==> config.mk <==
export PLATFORM = sky130hd
export DESIGN_NAME = ipc_port_ctrl
export DESIGN_NICKNAME = d
export VERILOG_FILES = /design/src/shared/ipc_pkg.sv /design/src/hdl/ipc_port_ctrl.sv
export SDC_FILE = /design/constraint.sdc
export NUM_CORES = 1
export LEC_CHECK = 0
export BUFFER_PORTS_ARGS = -buffer_cell sky130_fd_sc_hd__buf_2
export CORE_MARGIN = 10
export CORE_UTILIZATION = 58
export CTS_CLUSTER_SIZE = 14
export DETAILED_ROUTE_END_ITERATION = 6
export PLACE_DENSITY = 0.82
export SETUP_SLACK_MARGIN = 0.5
export SKIP_LAST_GASP = 1
export SLEW_MARGIN = 20
export SYNTH_ARGS = -nofsm -noshare
export SYNTH_HDL_FRONTEND = slang
export SYNTH_SLANG_ARGS = --single-unit
export TNS_END_PERCENT = 1
==> constraint.sdc <==
create_clock -name ref_clk -period 3.5 [get_ports ref_clk]
set_clock_uncertainty 0.2 [all_clocks]
set_input_delay 0 -clock ref_clk [delete_from_list [all_inputs] [get_ports ref_clk]]
set_output_delay 0 -clock ref_clk [all_outputs]
set_load 0.02 [all_outputs]
==> src/shared/ipc_pkg.sv <==
package ipc_pkg;
    localparam int AW = 8;
    localparam int DW = 32;
    localparam int NP = 8;
    localparam int NAUX = 16;
    localparam int SELW = 4;
    localparam int NU = 2;
    localparam int NCL = 4;

    // config latch indices; the byte address is four times the index
    localparam int CL0_IDX = 'h00;
    localparam int CL1_IDX = 'h01;
    localparam int CL2_IDX = 'h02;
    localparam int CL3_IDX = 'h03;

    localparam logic [AW-1:0] A_DR = 8'h10;
    localparam logic [AW-1:0] A_DM0 = 8'h14;
    localparam logic [AW-1:0] A_DM1 = 8'h18;
    localparam logic [AW-1:0] A_DM2 = 8'h1C;
    localparam logic [AW-1:0] A_SLW = 8'h20;
    localparam logic [AW-1:0] A_BIE = 8'h24;
    localparam logic [AW-1:0] A_AUX = 8'h28;
    localparam logic [AW-1:0] A_PS = 8'h2C;
    localparam logic [AW-1:0] A_UDE = 8'h30;
    localparam logic [AW-1:0] A_UPU = 8'h34;
    localparam logic [AW-1:0] A_UDR = 8'h38;
    localparam logic [AW-1:0] A_STAT = 8'h3C;
    localparam logic [AW-1:0] A_PF0 = 8'h40;
    localparam int PF_HI = 7;
    localparam int PF_LO = 5;

    // pin form fields
    localparam int PF_DR = 0;
    localparam int PF_PS = 1;
    localparam int PF_DM = 2;
    localparam int PF_SLW = 5;
    localparam int PF_BIE = 6;

    // config latch fields
    localparam int RDM_P1 = 2;
    localparam int RDM_P15 = 0;
    localparam int RPS_BIT = 7;
    localparam int DBG_BIT = 6;
    localparam int ECC_BIT = 2;
    localparam int DBG_SEL_LSB = 0;
    localparam int PHS_LSB = 4;
    localparam int RST_PIN = 2;
    localparam int USB_LSB = 6;

    localparam logic [7:0] CL0_RST = 8'h00;
    localparam logic [7:0] CL1_RST = 8'h00;
    localparam logic [7:0] CL2_RST = 8'h40;
    localparam logic [7:0] CL3_RST = 8'h05;

    localparam logic [2:0] SZ_WORD = 3'h2;
    localparam logic [1:0] RDM_PU = 2'h2;

    typedef enum logic [2:0] {
        DM_HIZ_AN = 3'b000,
        DM_HIZ_DG = 3'b001,
        DM_RES_PU = 3'b010,
        DM_RES_PD = 3'b011,
        DM_OD_LO = 3'b100,
        DM_OD_HI = 3'b101,
        DM_STRONG = 3'b110,
        DM_RES_UD = 3'b111
    } ipc_dm_t;

    typedef enum logic [1:0] {
        DBG_SEL_JTAG5 = 2'b00,
        DBG_SEL_JTAG4 = 2'b01,
        DBG_SEL_SWD = 2'b10,
        DBG_SEL_OFF = 2'b11
    } ipc_dbg_sel_t;
endpackage : ipc_pkg

==> src/hdl/ipc_port_ctrl.sv <==
module ipc_port_ctrl (
    input wire logic ref_clk,
    input wire logic rst_n,
    input wire logic por_n,
    input wire logic hsel,
    input wire logic [ipc_pkg::AW-1:0] haddr,
    input wire logic [1:0] htrans,
    input wire logic hwrite,
    input wire logic [2:0] hsize,
    input wire logic [ipc_pkg::DW-1:0] hwdata,
    input wire logic hready,
    output logic hreadyout,
    output logic hresp,
    output logic [ipc_pkg::DW-1:0] hrdata,
    input wire logic [ipc_pkg::NP-1:0] pin_i,
    output logic [ipc_pkg::NP-1:0] pin_o,
    output logic [ipc_pkg::NP-1:0] pin_oe,
    output logic [ipc_pkg::NP-1:0] pin_pu,
    output logic [ipc_pkg::NP-1:0] pin_pd,
    output logic [ipc_pkg::NP-1:0] pin_ie,
    output logic [ipc_pkg::NP-1:0] pin_slow,
    input wire logic [ipc_pkg::NAUX-1:0] aux_oe,
    input wire logic special_io_regulated,
    input wire logic usb_mode,
    input wire logic [ipc_pkg::NU-1:0] usb_i,
    output logic [ipc_pkg::NU-1:0] usb_o,
    output logic [ipc_pkg::NU-1:0] usb_oe,
    output logic [ipc_pkg::NU-1:0] usb_pu,
    output logic ext_rst_n,
    output logic dbg_access_en,
    output logic dbg_jtag5,
    output logic dbg_jtag4,
    output logic dbg_swd,
    output logic ecc_en,
    output logic [3:0] clk_phase_dly
);
    import ipc_pkg::*;

    logic [7:0] cl_ff [NCL];
    logic [7:0] app_ff [NCL];
    logic dp_wr_ff;
    logic rd_wait_ff;
    logic [AW-1:0] dp_addr_ff;
    logic [DW-1:0] hrdata_ff;
    logic [NP-1:0] dr_ff;
    logic [NP-1:0] dm0_ff;
    logic [NP-1:0] dm1_ff;
    logic [NP-1:0] dm2_ff;
    logic [NP-1:0] slw_ff;
    logic [NP-1:0] bie_ff;
    logic [NP*SELW-1:0] auxsel_ff;
    logic [NU-1:0] ude_ff;
    logic [NU-1:0] upu_ff;
    logic [NU-1:0] udr_ff;
    logic [NP-1:0] nxt_dr;
    logic [NP-1:0] nxt_dm0;
    logic [NP-1:0] nxt_dm1;
    logic [NP-1:0] nxt_dm2;
    logic [NP-1:0] nxt_slw;
    logic [NP-1:0] nxt_bie;
    logic [NP-1:0] pin_ps;
    logic [7:0] pf_rd [NP];

    // bus decode
    wire ap_take = hsel && htrans[1] && hready;
    wire ap_wr = ap_take && hwrite && (hsize == SZ_WORD);
    wire ap_rd = ap_take && !hwrite;
    wire wr_dr = dp_wr_ff && (dp_addr_ff == A_DR);
    wire wr_dm0 = dp_wr_ff && (dp_addr_ff == A_DM0);
    wire wr_dm1 = dp_wr_ff && (dp_addr_ff == A_DM1);
    wire wr_dm2 = dp_wr_ff && (dp_addr_ff == A_DM2);
    wire wr_slw = dp_wr_ff && (dp_addr_ff == A_SLW);
    wire wr_bie = dp_wr_ff && (dp_addr_ff == A_BIE);
    wire wr_aux = dp_wr_ff && (dp_addr_ff == A_AUX);
    wire wr_ude = dp_wr_ff && (dp_addr_ff == A_UDE);
    wire wr_upu = dp_wr_ff && (dp_addr_ff == A_UPU);
    wire wr_udr = dp_wr_ff && (dp_addr_ff == A_UDR);
    wire wr_pf = dp_wr_ff && (dp_addr_ff[PF_HI:PF_LO] == A_PF0[PF_HI:PF_LO]);
    wire [2:0] pf_idx = dp_addr_ff[4:2];
    wire [7:0] hw_lo = hwdata[7:0];
    wire [NU-1:0] hw_usb = hwdata[USB_LSB+:NU];

    // latch fields; raw ones steer the reset load, applied ones the outputs
    wire [1:0] rdm_p1 = cl_ff[CL0_IDX][RDM_P1+:2];
    wire [1:0] rdm_p15 = cl_ff[CL2_IDX][RDM_P15+:2];
    wire rps_app = app_ff[CL2_IDX][RPS_BIT];
    wire [1:0] dbg_sel_app = app_ff[CL3_IDX][DBG_SEL_LSB+:2];

    assign hreadyout = !rd_wait_ff;
    assign hresp = 1'b0;
    assign hrdata = hrdata_ff;

    always_ff @(posedge ref_clk) begin
        if (!rst_n) begin
            dp_wr_ff <= 1'b0;
            rd_wait_ff <= 1'b0;
            dp_addr_ff <= '0;
        end else begin
            if (hready) begin
                dp_wr_ff <= ap_wr;
                rd_wait_ff <= ap_rd;
                dp_addr_ff <= {haddr[AW-1:2], 2'b00};
            end else begin
                rd_wait_ff <= 1'b0;
            end
        end
    end

    // read mux, sampled in the wait cycle so a write just before is seen
    wire [7:0] rd_cl = cl_ff[dp_addr_ff[3:2]];
    wire cl_hit = dp_addr_ff[AW-1:4] == 4'h0;
    wire pf_hit = dp_addr_ff[PF_HI:PF_LO] == A_PF0[PF_HI:PF_LO];
    wire [7:0] rd_stat = {3'h0, usb_mode, rps_app, app_ff[CL2_IDX][DBG_BIT], dbg_sel_app};
    wire [DW-1:0] rd_val =
        cl_hit ? {24'h0, rd_cl} :
        (dp_addr_ff == A_DR) ? {24'h0, dr_ff} :
        (dp_addr_ff == A_DM0) ? {24'h0, dm0_ff} :
        (dp_addr_ff == A_DM1) ? {24'h0, dm1_ff} :
        (dp_addr_ff == A_DM2) ? {24'h0, dm2_ff} :
        (dp_addr_ff == A_SLW) ? {24'h0, slw_ff} :
        (dp_addr_ff == A_BIE) ? {24'h0, bie_ff} :
        (dp_addr_ff == A_AUX) ? auxsel_ff :
        (dp_addr_ff == A_PS) ? {24'h0, pin_ps} :
        (dp_addr_ff == A_UDE) ? {24'h0, ude_ff, 6'h00} :
        (dp_addr_ff == A_UPU) ? {24'h0, upu_ff, 6'h00} :
        (dp_addr_ff == A_UDR) ? {24'h0, udr_ff, 6'h00} :
        (dp_addr_ff == A_STAT) ? {24'h0, rd_stat} :
        pf_hit ? {24'h0, pf_rd[pf_idx]} :
        32'h0;

    always_ff @(posedge ref_clk) begin
        if (!rst_n) begin
            hrdata_ff <= '0;
        end else if (rd_wait_ff) begin
            hrdata_ff <= rd_val;
        end
    end

    // config latches survive rst_n; only power-on loads the defaults
    genvar k;
    generate
        for (k = 0; k < NCL; k++) begin : g_cl
            localparam logic [AW-1:0] A_CL = AW'(4 * (CL0_IDX + k));
            localparam logic [7:0] CL_DEF = (k == CL0_IDX) ? CL0_RST :
                (k == CL1_IDX) ? CL1_RST : (k == CL2_IDX) ? CL2_RST : CL3_RST;
            wire wr_cl = dp_wr_ff && (dp_addr_ff == A_CL);
            always_ff @(posedge ref_clk) begin
                if (!por_n) begin
                    cl_ff[k] <= CL_DEF;
                end else if (wr_cl) begin
                    cl_ff[k] <= hw_lo;
                end
            end
            // latched contents take hold only while reset is asserted
            always_ff @(posedge ref_clk) begin
                if (!por_n) begin
                    app_ff[k] <= CL_DEF;
                end else if (!rst_n) begin
                    app_ff[k] <= cl_ff[k];
                end
            end
        end
    endgenerate

    assign ext_rst_n = rps_app ? pin_i[RST_PIN] : 1'b1;
    assign dbg_access_en = app_ff[CL2_IDX][DBG_BIT];
    assign dbg_jtag5 = dbg_access_en && (dbg_sel_app == DBG_SEL_JTAG5);
    assign dbg_jtag4 = dbg_access_en && (dbg_sel_app == DBG_SEL_JTAG4);
    assign dbg_swd = dbg_access_en && (dbg_sel_app == DBG_SEL_SWD);
    assign ecc_en = app_ff[CL3_IDX][ECC_BIT];
    assign clk_phase_dly = app_ff[CL3_IDX][PHS_LSB+:4];

    // port registers; reset loads every pin with the latched mode
    always_ff @(posedge ref_clk) begin
        if (!rst_n) begin
            dr_ff <= {NP{rdm_p1 == RDM_PU}};
            dm0_ff <= {NP{rdm_p1[0]}};
            dm1_ff <= {NP{rdm_p1[1]}};
            dm2_ff <= '0;
            slw_ff <= '0;
            bie_ff <= '0;
            auxsel_ff <= '0;
        end else begin
            dr_ff <= nxt_dr;
            dm0_ff <= nxt_dm0;
            dm1_ff <= nxt_dm1;
            dm2_ff <= nxt_dm2;
            slw_ff <= nxt_slw;
            bie_ff <= nxt_bie;
            if (wr_aux) begin
                auxsel_ff <= hwdata;
            end
        end
    end

    // usb pin bits change only through their own registers
    always_ff @(posedge ref_clk) begin
        if (!rst_n) begin
            ude_ff <= '0;
            upu_ff <= {NU{rdm_p15 == RDM_PU}};
            udr_ff <= {NU{rdm_p15 == RDM_PU}};
        end else begin
            if (wr_ude) begin
                ude_ff <= hw_usb;
            end
            if (wr_upu) begin
                upu_ff <= hw_usb;
            end
            if (wr_udr) begin
                udr_ff <= hw_usb;
            end
        end
    end

    genvar u;
    generate
        for (u = 0; u < NU; u++) begin : g_usb
            assign usb_o[u] = udr_ff[u];
            assign usb_oe[u] = !usb_mode && (!udr_ff[u] || ude_ff[u]);
            assign usb_pu[u] = !usb_mode && udr_ff[u] && !ude_ff[u] && upu_ff[u];
        end
    endgenerate

    // per-pin drive logic
    genvar i;
    generate
        for (i = 0; i < NP; i++) begin : g_pin
            wire pf_me = wr_pf && (pf_idx == 3'(i));
            wire aux_on = aux_oe[auxsel_ff[SELW*i+:SELW]];
            wire [2:0] dm_i = {dm2_ff[i], dm1_ff[i], dm0_ff[i]};
            wire is_rst = (i == RST_PIN) && rps_app;
            ipc_dm_t eff;
            logic o_v;
            logic oe_v;
            logic pu_v;
            logic pd_v;
            logic ie_v;

            // port form and pin form both land here
            assign nxt_dr[i] = wr_dr ? hwdata[i] : pf_me ? hwdata[PF_DR] : dr_ff[i];
            assign nxt_dm0[i] = wr_dm0 ? hwdata[i] : pf_me ? hwdata[PF_DM] : dm0_ff[i];
            assign nxt_dm1[i] = wr_dm1 ? hwdata[i] : pf_me ? hwdata[PF_DM+1] : dm1_ff[i];
            assign nxt_dm2[i] = wr_dm2 ? hwdata[i] : pf_me ? hwdata[PF_DM+2] : dm2_ff[i];
            assign nxt_slw[i] = wr_slw ? hwdata[i] : pf_me ? hwdata[PF_SLW] : slw_ff[i];
            assign nxt_bie[i] = wr_bie ? hwdata[i] : pf_me ? hwdata[PF_BIE] : bie_ff[i];
            assign pf_rd[i] = {1'b0, bie_ff[i], slw_ff[i], dm_i, pin_ps[i], dr_ff[i]};

            assign eff = (bie_ff[i] && !aux_on) ? DM_HIZ_DG : ipc_dm_t'(dm_i);

            always_comb begin
                o_v = dr_ff[i];
                oe_v = 1'b0;
                pu_v = 1'b0;
                pd_v = 1'b0;
                ie_v = 1'b1;
                unique case (eff)
                    DM_HIZ_AN: begin
                        ie_v = 1'b0;
                    end
                    DM_HIZ_DG: begin
                        ie_v = 1'b1;
                    end
                    DM_RES_PU: begin
                        pu_v = dr_ff[i];
                        oe_v = !dr_ff[i];
                    end
                    DM_RES_PD: begin
                        pd_v = !dr_ff[i];
                        oe_v = dr_ff[i];
                    end
                    DM_OD_LO: begin
                        oe_v = !dr_ff[i];
                    end
                    DM_OD_HI: begin
                        oe_v = dr_ff[i];
                    end
                    DM_STRONG: begin
                        oe_v = 1'b1;
                    end
                    DM_RES_UD: begin
                        pu_v = dr_ff[i];
                        pd_v = !dr_ff[i];
                    end
                endcase
            end

            assign pin_o[i] = o_v && !is_rst;
            assign pin_oe[i] = oe_v && !is_rst;
            assign pin_pu[i] = is_rst || (pu_v && !special_io_regulated);
            assign pin_pd[i] = pd_v && !special_io_regulated && !is_rst;
            assign pin_ie[i] = ie_v || is_rst;
            assign pin_ps[i] = pin_i[i] && pin_ie[i];
            assign pin_slow[i] = slw_ff[i] && !is_rst &&
                (eff inside {DM_OD_LO, DM_OD_HI, DM_STRONG});

        end
    endgenerate

    wire unused_ok = ^usb_i;
endmodule : ipc_port_ctrl

==> flow_results.xml, run 1 <==
<?xml version="1.0" encoding="UTF-8"?>
<metrics>
  <group name="sta">
    <metric name="layout_worst_path_cycle_share" unit="">0.832</metric>
    <metric name="setup-violations-final" unit="">0</metric>
    <metric name="final-hold-violation-count" unit="">0</metric>
    <metric name="fin_worst_hold_slack" unit="ns">0.121</metric>
    <metric name="actual_slew_at_the_worst_max_slew_pin" unit="ns">0.747</metric>
    <metric name="fmaxAchievable" unit="MHz">343</metric>
    <metric name="slew_headroom" unit="">0.497</metric>
    <metric name="rsz0062_at_grt" unit="">true</metric>
    <metric name="fin_crit" unit="ns">2.91</metric>
    <metric name="timing.setup.tns" unit="ns">0</metric>
    <metric name="timing.final.max_slew_violations" unit="">0</metric>
  </group>
  <group name="routing">
    <metric name="route.antenna.remaining_nets" unit="">0</metric>
    <metric name="viasPerCell" unit="">6.68</metric>
    <metric name="post_drt_wl_per_cell" unit="µm">24.9</metric>
    <metric name="route.detailed.drc" unit="">0</metric>
    <metric name="drt-initial-drc-count" unit="">1292</metric>
    <metric name="finalWirelength" unit="µm">38400</metric>
    <metric name="drt_pre_antenna_iters" unit="">5</metric>
    <metric name="routed-via-count" unit="">10300</metric>
  </group>
  <group name="power">
    <metric name="power_density" unit="nW/µm²">377</metric>
    <metric name="report.power.total" unit="µW">4750</metric>
    <metric name="p_leak" unit="µW">0.00494</metric>
    <metric name="vdd_drop_max" unit="mV">0.336</metric>
  </group>
  <group name="clocking">
    <metric name="cts.repair_timing.setup_buffer_count" unit="">0</metric>
    <metric name="tritoncts.num_buffers" unit="">17</metric>
    <metric name="cts.clk_slew.worst_paths" unit="ns">0.07</metric>
    <metric name="h-tree-depth" unit="">4</metric>
    <metric name="cts_tree" unit="">yes</metric>
    <metric name="clock_insertion_delay_worst_skew" unit="ns">0.45</metric>
    <metric name="ctsRootBufferMaster" unit="">sky130_fd_sc_hd__clkbuf_16</metric>
    <metric name="cts.sink_count" unit="">169</metric>
    <metric name="cts_max_path_buffers" unit="">2</metric>
  </group>
  <group name="layout">
    <metric name="post_route_cells_drive_above_1_share" unit="">0.242</metric>
    <metric name="area_growth" unit="%">18.4</metric>
    <metric name="final_util" unit="">0.699</metric>
    <metric name="instances_no_fill" unit="">1541</metric>
    <metric name="insertedDiodeCount" unit="">0</metric>
    <metric name="nFillCells" unit="">1381</metric>
    <metric name="num-nets-final" unit="">1378</metric>
  </group>
  <group name="grt">
    <metric name="antenna_violations_before_repair" unit="">0</metric>
    <metric name="grt_pass1_vias" unit="">10000</metric>
    <metric name="grt_pass1_wl" unit="µm">58700</metric>
    <metric name="grt_start_max_net_pins" unit="">97</metric>
    <metric name="overflow" unit="">0</metric>
    <metric name="global_route.usage.total" unit="">0.312</metric>
  </group>
  <group name="logic_synthesis">
    <metric name="post_synth_xor_area_fraction" unit="">0.00658</metric>
    <metric name="dominant_combinational_cell_family_by_area_after_synthesis" unit="">simple AND/OR/NAND/NOR gates</metric>
    <metric name="synth_ff_type" unit="">sky130_fd_sc_hd__dfxtp_1</metric>
    <metric name="synth.top_cell.area_share" unit="">0.195</metric>
    <metric name="synth_adder_area_share" unit="">0</metric>
    <metric name="ys_warn_count" unit="">0</metric>
    <metric name="netlist_instances" unit="">1141</metric>
    <metric name="sequential_cell_area_fraction_in_the_yosys_report" unit="">0.383</metric>
    <metric name="synth_compound_gate_area_share" unit="">0.170</metric>
    <metric name="synth_top_area_cell" unit="">sky130_fd_sc_hd__edfxtp_1</metric>
    <metric name="syn-num-nets" unit="">1220</metric>
    <metric name="synth-edff-count" unit="">69</metric>
    <metric name="synth-simple-area-share" unit="">0.215</metric>
    <metric name="synth.lib_cells_used.distinct" unit="">82</metric>
    <metric name="synthesis.area" unit="µm²">10600</metric>
    <metric name="synthesis.area_per_instance" unit="µm²">9.33</metric>
    <metric name="ys_ff_latch" unit="">169</metric>
    <metric name="fraction_of_registers_with_async_set_reset" unit="">0</metric>
    <metric name="ys_top_cells_by_area" unit="">sky130_fd_sc_hd__edfxtp_1 19%, sky130_fd_sc_hd__dfxtp_1 19%, sky130_fd_sc_hd__mux4_2 9.9%</metric>
    <metric name="share_of_cell_area_taken_by_muxes_after_synthesis" unit="">0.157</metric>
  </group>
  <group name="setup_path">
    <metric name="critPathRequiredTime" unit="ns">3.30</metric>
    <metric name="rr_worst_depth" unit="">6</metric>
    <metric name="worstSetupStartpointType" unit="">flop</metric>
    <metric name="r2r_slack" unit="ns">0.59</metric>
    <metric name="worstReg2RegEnd" unit="">dm0_ff[5]$_DFFE_PP_</metric>
    <metric name="worst-endpoint-arrival" unit="ns">2.71</metric>
    <metric name="crit-reg2reg-launch" unit="">dp_addr_ff[3]$_SDFFE_PN0P_</metric>
    <metric name="type_of_the_worst_setup_path" unit="">flop to output port</metric>
    <metric name="crit_path_max_fanout" unit="">6</metric>
    <metric name="cp-end-kind" unit="">output port</metric>
  </group>
  <group name="worst_hold_path">
    <metric name="holdPathEnd" unit="">hrdata[6]$_SDFFE_PN0P_</metric>
    <metric name="hp-start" unit="">pin_i[6]</metric>
    <metric name="min_delay_worst_type" unit="">primary input to flop</metric>
    <metric name="number_of_instances_on_the_worst_hold_path" unit="">5</metric>
  </group>
  <group name="die">
    <metric name="boundaryPins" unit="">177</metric>
    <metric name="floorplan.initialDensity" unit="">0.591</metric>
    <metric name="chipWidth" unit="µm">155</metric>
    <metric name="floorplan.rows" unit="">49</metric>
    <metric name="placeableCoreArea" unit="µm²">18000</metric>
    <metric name="floorplan.die_area" unit="µm²">24200</metric>
    <metric name="fp.dieH" unit="µm">155</metric>
  </group>
  <group name="placed_design">
    <metric name="portBuffers" unit="">170</metric>
    <metric name="dp_hpwl" unit="µm">26800</metric>
    <metric name="gp_congestion" unit="">1.01</metric>
    <metric name="dpl.cell_count" unit="">1451</metric>
  </group>
  <group name="outcome">
    <metric name="run_status" unit="">finished clean</metric>
  </group>
  <group name="job">
    <metric name="max_cap_violations" unit="">0</metric>
  </group>
</metrics>
-- per-stage QoR --
stage	setup slack (ns)	cell area, µm²
floorplan	0.786	10600
global placement	0.769	11400
detailed placement	0.670	11400
CTS	0.577	12600
global route	0.487	12600
finish	0.587	12600
-- kinds of logic (layout without fill, tap and decap cells) --
logic type,after synthesis,after routing
AND/OR/NAND/NOR,468,468
AO/OA/AOI/OAI,253,253
flip-flops,169,169
buffers and inverters,148,319
multiplexers,94,94
XOR/XNOR,8,8
other,1,1
-- worst max-delay path: stages (launching register included) --
cell and delay, ns:
sky130_fd_sc_hd__dfxtp_1 0.52, sky130_fd_sc_hd__mux4_2 0.57, sky130_fd_sc_hd__mux4_2 0.46, sky130_fd_sc_hd__and3b_2 0.36
sky130_fd_sc_hd__or4_4 0.18, sky130_fd_sc_hd__buf_2 0.17
-- flip-flops by register name, indices dropped and copies added (netlist names), 2 cells and up, named ones only --
register    flops
dm2_ff          8
usb_o           2
dp_addr_ff      6
app_ff          9
slw_ff          8
cl_ff          32
ude_ff          2
hrdata         32
bie_ff          8
auxsel_ff      32
upu_ff          2
dr_ff           8
dm0_ff          8
dm1_ff          8
-- layer usage --
metal | track usage | routed length [µm] | up-vias
li1 | - | - | 4482
met1 | 0.395 | 13800 | 4888
met2 | 0.483 | 17600 | 816
met3 | 0.0893 | 5420 | 112
met4 | 0.142 | 1600 | 0
met5 | 0 | 0 | -
-- where the power goes --
part / total [µW] / leakage (µW) / switching, µW / internal (µW)
clock: 1890 / 0.000284 / 932 / 961
sequential: 2170 / 0.00150 / 79.1 / 2090
combinational: 682 / 0.00316 / 393 / 289
-- worst max-delay path by stage --
stage	startpoint	endpoint	slack (ns)	depth (start not counted)
4_1_cts	auxsel_ff[28]$_SDFFE_PN0P_	pin_ie[7]	0.58	5
3_3_place_gp	dp_addr_ff[3]$_SDFFE_PN0P_	dr_ff[2]$_DFFE_PP_	0.77	7
6_report	auxsel_ff[28]$_SDFFE_PN0P_	pin_ie[7]	0.59	5
2_1_floorplan	dp_addr_ff[3]$_SDFFE_PN0P_	cl_ff[3][0]$_SDFFCE_PN1P_	0.79	6
5_1_grt	auxsel_ff[28]$_SDFFE_PN0P_	pin_ie[7]	0.49	5
3_5_place_dp	dp_addr_ff[3]$_SDFFE_PN0P_	dm0_ff[5]$_DFFE_PP_	0.67	6
-- Yosys cell counts (all sizes together), types with 28 or more instances --
library cell / number
nor2b: 44
and2: 29
clkbuf: 71
dfxtp: 100
mux4: 55
mux2i: 29
nor2: 49
o21ai: 28
a21oi: 51
a21boi: 43
nand3: 54
nand2: 211
edfxtp: 69
buf: 52
-- cells in the final DEF (no fill, tap or decap), types with 4 or more instances in the layout --
cell and n:
sky130_fd_sc_hd__a211oi_1 14, sky130_fd_sc_hd__a21boi_0 41, sky130_fd_sc_hd__a21oi_1 50, sky130_fd_sc_hd__a221oi_1 4
sky130_fd_sc_hd__a22o_1 4, sky130_fd_sc_hd__a22oi_1 25, sky130_fd_sc_hd__a31oi_1 7, sky130_fd_sc_hd__and2_1 29
sky130_fd_sc_hd__buf_2 170, sky130_fd_sc_hd__buf_4 33, sky130_fd_sc_hd__clkbuf_16 17, sky130_fd_sc_hd__dfxtp_1 98
sky130_fd_sc_hd__dlygate4sd3_1 58, sky130_fd_sc_hd__edfxtp_1 69, sky130_fd_sc_hd__inv_1 25, sky130_fd_sc_hd__inv_8 6
sky130_fd_sc_hd__mux2_2 10, sky130_fd_sc_hd__mux2i_1 29, sky130_fd_sc_hd__mux4_1 6, sky130_fd_sc_hd__mux4_2 47
sky130_fd_sc_hd__nand2_1 210, sky130_fd_sc_hd__nand2b_1 10, sky130_fd_sc_hd__nand3_1 53, sky130_fd_sc_hd__nand4_1 4
sky130_fd_sc_hd__nor2_1 47, sky130_fd_sc_hd__nor2b_1 44, sky130_fd_sc_hd__nor3_1 20, sky130_fd_sc_hd__nor3b_1 5
sky130_fd_sc_hd__nor4_1 4, sky130_fd_sc_hd__nor4b_1 10, sky130_fd_sc_hd__o211a_1 22, sky130_fd_sc_hd__o211ai_1 6
sky130_fd_sc_hd__o21ai_0 27, sky130_fd_sc_hd__o22ai_1 14, sky130_fd_sc_hd__or4_1 4, sky130_fd_sc_hd__xnor2_1 7
-- area by class of cell --
class	count	area, µm²	area share
Timing Repair Buffer	262	1700	0.135
Clock buffer	17	425	0.0338
Sequential cell	169	4080	0.323
Multi-Input combinational cell	824	5860	0.465
Tap cell	229	287	0.0227
Inverter	25	93.8	0.00745
Clock inverter	15	166	0.0132
-- repair_timing --
action	CTS	global route
endpoints found under the hold margin	141	0
endpoints found under the setup margin	0	2
gates resized for setup	0	1
hold buffers	58	0
No activity file was read; power rests on OpenSTA's default activity.
==> run 2, diff against run 1 <==
--- a/config.mk
+++ b/config.mk
@@ -7,10 +7,10 @@
 export LEC_CHECK = 0
 export BUFFER_PORTS_ARGS = -buffer_cell sky130_fd_sc_hd__buf_2
 export CORE_MARGIN = 10
-export CORE_UTILIZATION = 58
+export CORE_UTILIZATION = 52
 export CTS_CLUSTER_SIZE = 14
 export DETAILED_ROUTE_END_ITERATION = 6
-export PLACE_DENSITY = 0.82
+export PLACE_DENSITY = 0.77
 export SETUP_SLACK_MARGIN = 0.5
 export SKIP_LAST_GASP = 1
 export SLEW_MARGIN = 20
==> constraint.sdc (replaced) <==
create_clock -name ref_clk -period 2.42 [get_ports ref_clk]
set_clock_uncertainty 0.2 [all_clocks]
set_input_delay 0 -clock ref_clk [delete_from_list [all_inputs] [get_ports ref_clk]]
set_output_delay 0 -clock ref_clk [all_outputs]
set_load 0.02 [all_outputs]
==> flow_results.xml, run 2 (synthesized netlist as in run 1, its figures left out) <==
<?xml version="1.0" encoding="UTF-8"?>
<metrics>
  <group name="placed_design">
    <metric name="gp_congestion" unit="">1.05</metric>
    <metric name="dpl.cell_count" unit="">1629</metric>
    <metric name="placement.cell_area" unit="µm²">12600</metric>
    <metric name="dp_hpwl" unit="µm">31500</metric>
    <metric name="portBuffers" unit="">170</metric>
  </group>
  <group name="layout">
    <metric name="nFillCells" unit="">1590</metric>
    <metric name="area_growth" unit="%">29.5</metric>
    <metric name="layout_commonest_cell" unit="">sky130_fd_sc_hd__nand2_1</metric>
    <metric name="instances_no_fill" unit="">1721</metric>
    <metric name="final_cell_mix" unit="">210 x sky130_fd_sc_hd__nand2_1, 167 x sky130_fd_sc_hd__buf_2, 167 x sky130_fd_sc_hd__buf_4, 96 x sky130_fd_sc_hd__dfxtp_1, 69 x sky130_fd_sc_hd__edfxtp_1</metric>
    <metric name="fin_area" unit="µm²">13800</metric>
    <metric name="num-nets-final" unit="">1515</metric>
    <metric name="post_route_cells_drive_above_1_share" unit="">0.318</metric>
  </group>
  <group name="power">
    <metric name="power.combinational.fraction" unit="">0.169</metric>
    <metric name="switchingPower" unit="µW">2050</metric>
    <metric name="power.internal" unit="µW">5010</metric>
    <metric name="share_clk_of_total_power" unit="">0.393</metric>
    <metric name="vdd_drop_max" unit="mV">0.512</metric>
    <metric name="p_leak" unit="µW">0.00563</metric>
    <metric name="power_switching_share" unit="">0.291</metric>
    <metric name="power_share_of_the_sequential_group" unit="">0.438</metric>
    <metric name="power_density" unit="nW/µm²">512</metric>
  </group>
  <group name="setup_path">
    <metric name="worstSetupStartpointType" unit="">flop</metric>
    <metric name="crit_path_max_fanout" unit="">5</metric>
    <metric name="worst-endpoint-arrival" unit="ns">2.53</metric>
    <metric name="type_of_the_worst_setup_path" unit="">flop to output port</metric>
    <metric name="cp-end-kind" unit="">output port</metric>
    <metric name="critPathRequiredTime" unit="ns">2.22</metric>
  </group>
  <group name="sta">
    <metric name="layout_worst_path_cycle_share" unit="">1.13</metric>
    <metric name="setup-violations-final" unit="">54</metric>
    <metric name="final-hold-violation-count" unit="">0</metric>
    <metric name="fin_crit" unit="ns">2.73</metric>
    <metric name="timing.final.max_slew_violations" unit="">0</metric>
    <metric name="actual_slew_at_the_worst_max_slew_pin" unit="ns">0.691</metric>
    <metric name="rsz0062_at_grt" unit="">true</metric>
    <metric name="fmaxAchievable" unit="MHz">366</metric>
    <metric name="setup_slack" unit="ns">-0.312</metric>
    <metric name="slew_headroom" unit="">0.535</metric>
  </group>
  <group name="die">
    <metric name="floorplan.initialDensity" unit="">0.528</metric>
    <metric name="placeableCoreArea" unit="µm²">20200</metric>
    <metric name="floorplan.die_area" unit="µm²">26600</metric>
    <metric name="floorplan.rows" unit="">52</metric>
    <metric name="chipWidth" unit="µm">163</metric>
    <metric name="boundaryPins" unit="">177</metric>
    <metric name="fp.dieH" unit="µm">163</metric>
  </group>
  <group name="grt">
    <metric name="overflow" unit="">0</metric>
    <metric name="global_route.usage.total" unit="">0.315</metric>
    <metric name="grt_pass1_wl" unit="µm">64300</metric>
    <metric name="grt_start_max_net_pins" unit="">41</metric>
    <metric name="antenna_violations_before_repair" unit="">2</metric>
    <metric name="grt_pass1_vias" unit="">10700</metric>
  </group>
  <group name="outcome">
    <metric name="failed_checks" unit="">negative setup slack</metric>
    <metric name="run_status" unit="">finished with violations</metric>
  </group>
  <group name="clocking">
    <metric name="tritoncts.num_buffers" unit="">17</metric>
    <metric name="cts_max_path_buffers" unit="">2</metric>
    <metric name="cts.sink_count" unit="">169</metric>
    <metric name="clock_insertion_delay_worst_skew" unit="ns">0.44</metric>
    <metric name="cts.clk_slew.worst_paths" unit="ns">0.07</metric>
    <metric name="h-tree-depth" unit="">4</metric>
    <metric name="cts_tree" unit="">yes</metric>
    <metric name="ctsRootBufferMaster" unit="">sky130_fd_sc_hd__clkbuf_16</metric>
  </group>
  <group name="routing">
    <metric name="finalWirelength" unit="µm">42600</metric>
    <metric name="drt_pre_antenna_iters" unit="">5</metric>
    <metric name="viasPerCell" unit="">6.28</metric>
    <metric name="post_drt_wl_per_cell" unit="µm">24.7</metric>
    <metric name="drt-initial-drc-count" unit="">1146</metric>
    <metric name="route.detailed.drc" unit="">0</metric>
    <metric name="route.antenna.remaining_nets" unit="">0</metric>
    <metric name="routed-via-count" unit="">10800</metric>
  </group>
  <group name="worst_hold_path">
    <metric name="min_delay_worst_type" unit="">primary input to flop</metric>
  </group>
  <group name="job">
    <metric name="max_cap_violations" unit="">0</metric>
  </group>
</metrics>
run 2: worst max-delay path, stage by stage, from the launching register on:
cell and delay (ns):
sky130_fd_sc_hd__dfxtp_4 0.39, sky130_fd_sc_hd__mux4_2 0.52, sky130_fd_sc_hd__mux4_2 0.47, sky130_fd_sc_hd__and3b_2 0.32, sky130_fd_sc_hd__buf_6 0.15, sky130_fd_sc_hd__nor4b_2 0.06, sky130_fd_sc_hd__buf_4 0.18
run 2: metal layers:
metal	wire length, µm	global-route usage	vias to the layer above
met3	5190	0.0808	125
met5	13	0	-
met1	16000	0.399	5174
met2	19400	0.493	754
li1	-	-	4755
met4	2020	0.151	2
run 2: power by group through the flow:
stage	Sequential [µW]	Combinational [µW]	Clock, µW
after floorplan	3130	634	0
after global placement	3150	1070	0
after detailed placement	3160	1070	0
after CTS	3090	1160	2780
after global routing	3100	1250	2890
final	3090	1190	2780
run 2: worst paths after layout:
path | slack, ns | from | to | cells past startpoint
setup reg to reg | -0.30 | dp_addr_ff[3]$_SDFFE_PN0P_ | hrdata[1]$_SDFFE_PN0P_ | 9
hold / removal | 0.13 | pin_i[6] | hrdata[6]$_SDFFE_PN0P_ | 5
setup / recovery | -0.31 | auxsel_ff[28]$_SDFFE_PN0P_ | pin_pu[7] | 6
hold reg to reg | 0.30 | hrdata[4]$_SDFFE_PN0P_ | hrdata[4]$_SDFFE_PN0P_ | 1
run 2: what timing repair did:
item | CTS | global route
resized for setup | 11 | 4
pin swaps | 1 | 0
hold buffers | 57 | 0
setup endpoints to repair | 239 | 244
cloned | 0 | 0
buffers inserted | 1 | 0
hold endpoints to repair | 166 | 0
run 2: metrics by stage:
| stage | TNS [ns] | hold slack [ns] | util | setup WS (ns) | power (µW) |
|---|---|---|---|---|---|
| finish | -8.10 | 0.132 | 0.684 | -0.312 | 7060 |
| global placement | -0.119 | -0.0179 | 0.623 | -0.109 | 4220 |
| CTS | -6.97 | 0.122 | 0.682 | -0.271 | 7020 |
| floorplan | -0.0372 | -0.128 | - | -0.0372 | 3770 |
| detailed placement | -0.375 | -0.0160 | 0.623 | -0.178 | 4230 |
| global route | -13.44 | 0.110 | 0.683 | -0.371 | 7240 |
run 2: layout make-up:
type                            count  area, µm²  area share
Antenna cell                        2       5.00    0.000363
Clock inverter                     15        165      0.0120
Multi-Input combinational cell    824       5890       0.427
Timing Repair Buffer              399       2790       0.203
Inverter                           25       93.8     0.00681
Clock buffer                       17        425      0.0309
Sequential cell                   169       4080       0.296
Tap cell                          270        338      0.0245
==> run 3, diff against run 2 <==
--- a/config.mk
+++ b/config.mk
@@ -5,12 +5,12 @@
 export SDC_FILE = /design/constraint.sdc
 export NUM_CORES = 1
 export LEC_CHECK = 0
-export BUFFER_PORTS_ARGS = -buffer_cell sky130_fd_sc_hd__buf_2
 export CORE_MARGIN = 10
-export CORE_UTILIZATION = 52
+export CORE_UTILIZATION = 59
 export CTS_CLUSTER_SIZE = 14
 export DETAILED_ROUTE_END_ITERATION = 6
-export PLACE_DENSITY = 0.77
+export DONT_BUFFER_PORTS = 1
+export PLACE_DENSITY = 0.78
 export SETUP_SLACK_MARGIN = 0.5
 export SKIP_LAST_GASP = 1
 export SLEW_MARGIN = 20
==> constraint.sdc (replaced) <==
create_clock -name ref_clk -period 2.42 [get_ports ref_clk]
set_clock_uncertainty 0.2 [all_clocks]
set_input_delay 0 -clock ref_clk [delete_from_list [all_inputs] [get_ports ref_clk]]
set_output_delay 0 -clock ref_clk [all_outputs]
set_load 0.005 [all_outputs]
==> flow_results.xml, run 3 (synthesized netlist as in run 1, its figures left out) <==
<?xml version="1.0" encoding="UTF-8"?>
<metrics>
  <group name="outcome">
    <metric name="run_status" unit="">finished with violations</metric>
    <metric name="failed_checks" unit="">negative setup slack</metric>
  </group>
  <group name="die">
    <metric name="boundaryPins" unit="">177</metric>
    <metric name="floorplan.rows" unit="">49</metric>
    <metric name="placeableCoreArea" unit="µm²">17800</metric>
    <metric name="floorplan.initialDensity" unit="">0.597</metric>
    <metric name="fp.dieH" unit="µm">154</metric>
    <metric name="floorplan.die_area" unit="µm²">23800</metric>
    <metric name="chipWidth" unit="µm">154</metric>
  </group>
  <group name="clocking">
    <metric name="cts.clk_slew.worst_paths" unit="ns">0.07</metric>
    <metric name="tritoncts.num_buffers" unit="">17</metric>
    <metric name="cts_tree" unit="">yes</metric>
    <metric name="cts.sink_count" unit="">169</metric>
    <metric name="h-tree-depth" unit="">4</metric>
    <metric name="ctsRootBufferMaster" unit="">sky130_fd_sc_hd__clkbuf_16</metric>
    <metric name="clock_insertion_delay_worst_skew" unit="ns">0.44</metric>
    <metric name="cts_max_path_buffers" unit="">2</metric>
  </group>
  <group name="routing">
    <metric name="routed-via-count" unit="">10000</metric>
    <metric name="post_drt_wl_per_cell" unit="µm">26.8</metric>
    <metric name="route.antenna.remaining_nets" unit="">0</metric>
    <metric name="drt-initial-drc-count" unit="">1362</metric>
    <metric name="route.detailed.drc" unit="">0</metric>
    <metric name="drt_pre_antenna_iters" unit="">5</metric>
    <metric name="viasPerCell" unit="">6.78</metric>
    <metric name="finalWirelength" unit="µm">39700</metric>
  </group>
  <group name="setup_path">
    <metric name="timing.critical_path.mode_cell" unit="">sky130_fd_sc_hd__buf_4</metric>
    <metric name="crit_path_max_incr_delay" unit="ns">0.50</metric>
    <metric name="worst-endpoint-arrival" unit="ns">2.36</metric>
    <metric name="worstPathCellList" unit="">mux4_2 &gt; mux2_2 &gt; o22ai_1 &gt; buf_4 &gt; buf_4 &gt; or2_2 &gt; buf_4</metric>
    <metric name="critPathRequiredTime" unit="ns">2.22</metric>
    <metric name="critical-path-top-delay-family" unit="">multiplexers</metric>
    <metric name="type_of_the_worst_setup_path" unit="">flop to output port</metric>
    <metric name="cp_num_buf_inv" unit="">3</metric>
    <metric name="worstSetupStartpointType" unit="">flop</metric>
    <metric name="crit_path_max_fanout" unit="">5</metric>
    <metric name="worst_path_max_delay_cell" unit="">sky130_fd_sc_hd__mux4_2</metric>
    <metric name="cp-end-kind" unit="">output port</metric>
  </group>
  <group name="placed_design">
    <metric name="gp_congestion" unit="">1.07</metric>
    <metric name="dpl.cell_count" unit="">1388</metric>
    <metric name="portBuffers" unit="">0</metric>
    <metric name="preCtsSetupSlack" unit="ns">-0.0369</metric>
    <metric name="dp_hpwl" unit="µm">28600</metric>
    <metric name="placement.cell_area" unit="µm²">11400</metric>
  </group>
  <group name="layout">
    <metric name="post_route_cells_drive_above_1_share" unit="">0.215</metric>
    <metric name="multiInputGateArea" unit="µm²">5900</metric>
    <metric name="final_util" unit="">0.708</metric>
    <metric name="nFillCells" unit="">1282</metric>
    <metric name="instances_no_fill" unit="">1479</metric>
    <metric name="sequential_cell_area" unit="µm²">4090</metric>
    <metric name="area_growth" unit="%">18.7</metric>
    <metric name="layout_commonest_cell" unit="">sky130_fd_sc_hd__nand2_1</metric>
    <metric name="num-nets-final" unit="">1315</metric>
    <metric name="fin_area" unit="µm²">12600</metric>
    <metric name="final_cell_mix" unit="">210 x sky130_fd_sc_hd__nand2_1, 136 x sky130_fd_sc_hd__buf_4, 87 x sky130_fd_sc_hd__dfxtp_1, 69 x sky130_fd_sc_hd__edfxtp_1, 56 x sky130_fd_sc_hd__dlygate4sd3_1</metric>
  </group>
  <group name="grt">
    <metric name="global_route.usage.total" unit="">0.320</metric>
    <metric name="grt_start_max_net_pins" unit="">115</metric>
    <metric name="grt_pass1_vias" unit="">9556</metric>
    <metric name="antenna_violations_before_repair" unit="">1</metric>
    <metric name="grt_pass1_wl" unit="µm">58900</metric>
    <metric name="overflow" unit="">0</metric>
  </group>
  <group name="job">
    <metric name="max_cap_violations" unit="">0</metric>
  </group>
  <group name="power">
    <metric name="vdd_drop_max" unit="mV">0.499</metric>
    <metric name="power_density" unit="nW/µm²">523</metric>
    <metric name="p_leak" unit="µW">0.00471</metric>
  </group>
  <group name="sta">
    <metric name="setup_slack" unit="ns">-0.144</metric>
    <metric name="layout_worst_path_cycle_share" unit="">1.06</metric>
    <metric name="slew_headroom" unit="">0.318</metric>
    <metric name="fin_crit" unit="ns">2.56</metric>
    <metric name="rsz0062_at_grt" unit="">true</metric>
    <metric name="final-hold-violation-count" unit="">0</metric>
    <metric name="timing.final.max_slew_violations" unit="">0</metric>
    <metric name="setup-violations-final" unit="">24</metric>
    <metric name="timing.setup.tns" unit="ns">-1.41</metric>
    <metric name="actual_slew_at_the_worst_max_slew_pin" unit="ns">1.02</metric>
    <metric name="fmaxAchievable" unit="MHz">390</metric>
  </group>
  <group name="worst_hold_path">
    <metric name="min_delay_worst_type" unit="">primary input to flop</metric>
  </group>
</metrics>
==> run 3: changes by cell type in the layout (fill, tap and decap cells not counted), sizes merged, moves of 2 or more <==
cell      previous run  this run
inv                 30        28
clkbuf              17        23
buf                342       143
clkinvlp             4         2
==> run 3: worst paths after layout <==
check,start,to,slack (ns),cells past startpoint
max,auxsel_ff[20]$_SDFFE_PN0P_,pin_ie[5],-0.14,7
min,rst_n,dp_addr_ff[6]$_SDFFE_PN0P_,0.05,2
max reg2reg,auxsel_ff[2]$_SDFFE_PN0P_,hrdata[1]$_SDFFE_PN0P_,-0.05,7
min reg2reg,auxsel_ff[1]$_SDFFE_PN0P_,auxsel_ff[1]$_SDFFE_PN0P_,0.31,2
==> run 3: power breakdown <==
group | total (µW) | internal, µW | switching (µW)
registers | 3090 | 3030 | 62.9
logic | 969 | 434 | 535
clock network | 2550 | 1370 | 1170
==> run 3: timing repair <==
action                     in CTS  in global routing
setup buffers                   1                  0
pin swaps                       2                  3
hold buffers                   56                  1
resized for setup               9                 14
setup endpoints to repair     233                241
hold endpoints to repair      249                  8
==> run 3: area by class of cell <==
class	instances	share of cell area
multi-input combinational	824	0.467
sequential	169	0.324
timing repair buffer	199	0.136
clock buffer	23	0.0370
tap	229	0.0227
inverter	25	0.00743
clock inverter	9	0.00535
antenna	1	0.000198
==> run 3: stage by stage <==
| step | total power, µW | hold WS, ns |
|---|---|---|
| after floorplan | 3700 | -0.172 |
| after global placement | 3910 | -0.164 |
| after detailed placement | 3920 | -0.165 |
| after CTS | 6570 | 0.0134 |
| after global routing | 6790 | 0.0626 |
| final | 6610 | 0.0508 |
==> run 3: per-layer routing <==
layer	part of all wire	vias to the layer above	track usage	wire [µm]
met5	0	-	0	0
met4	0.043	0	0.125	1700
met3	0.15	127	0.109	5930
met2	0.46	797	0.513	18200
met1	0.35	4758	0.388	13800
li1	-	4343	-	-
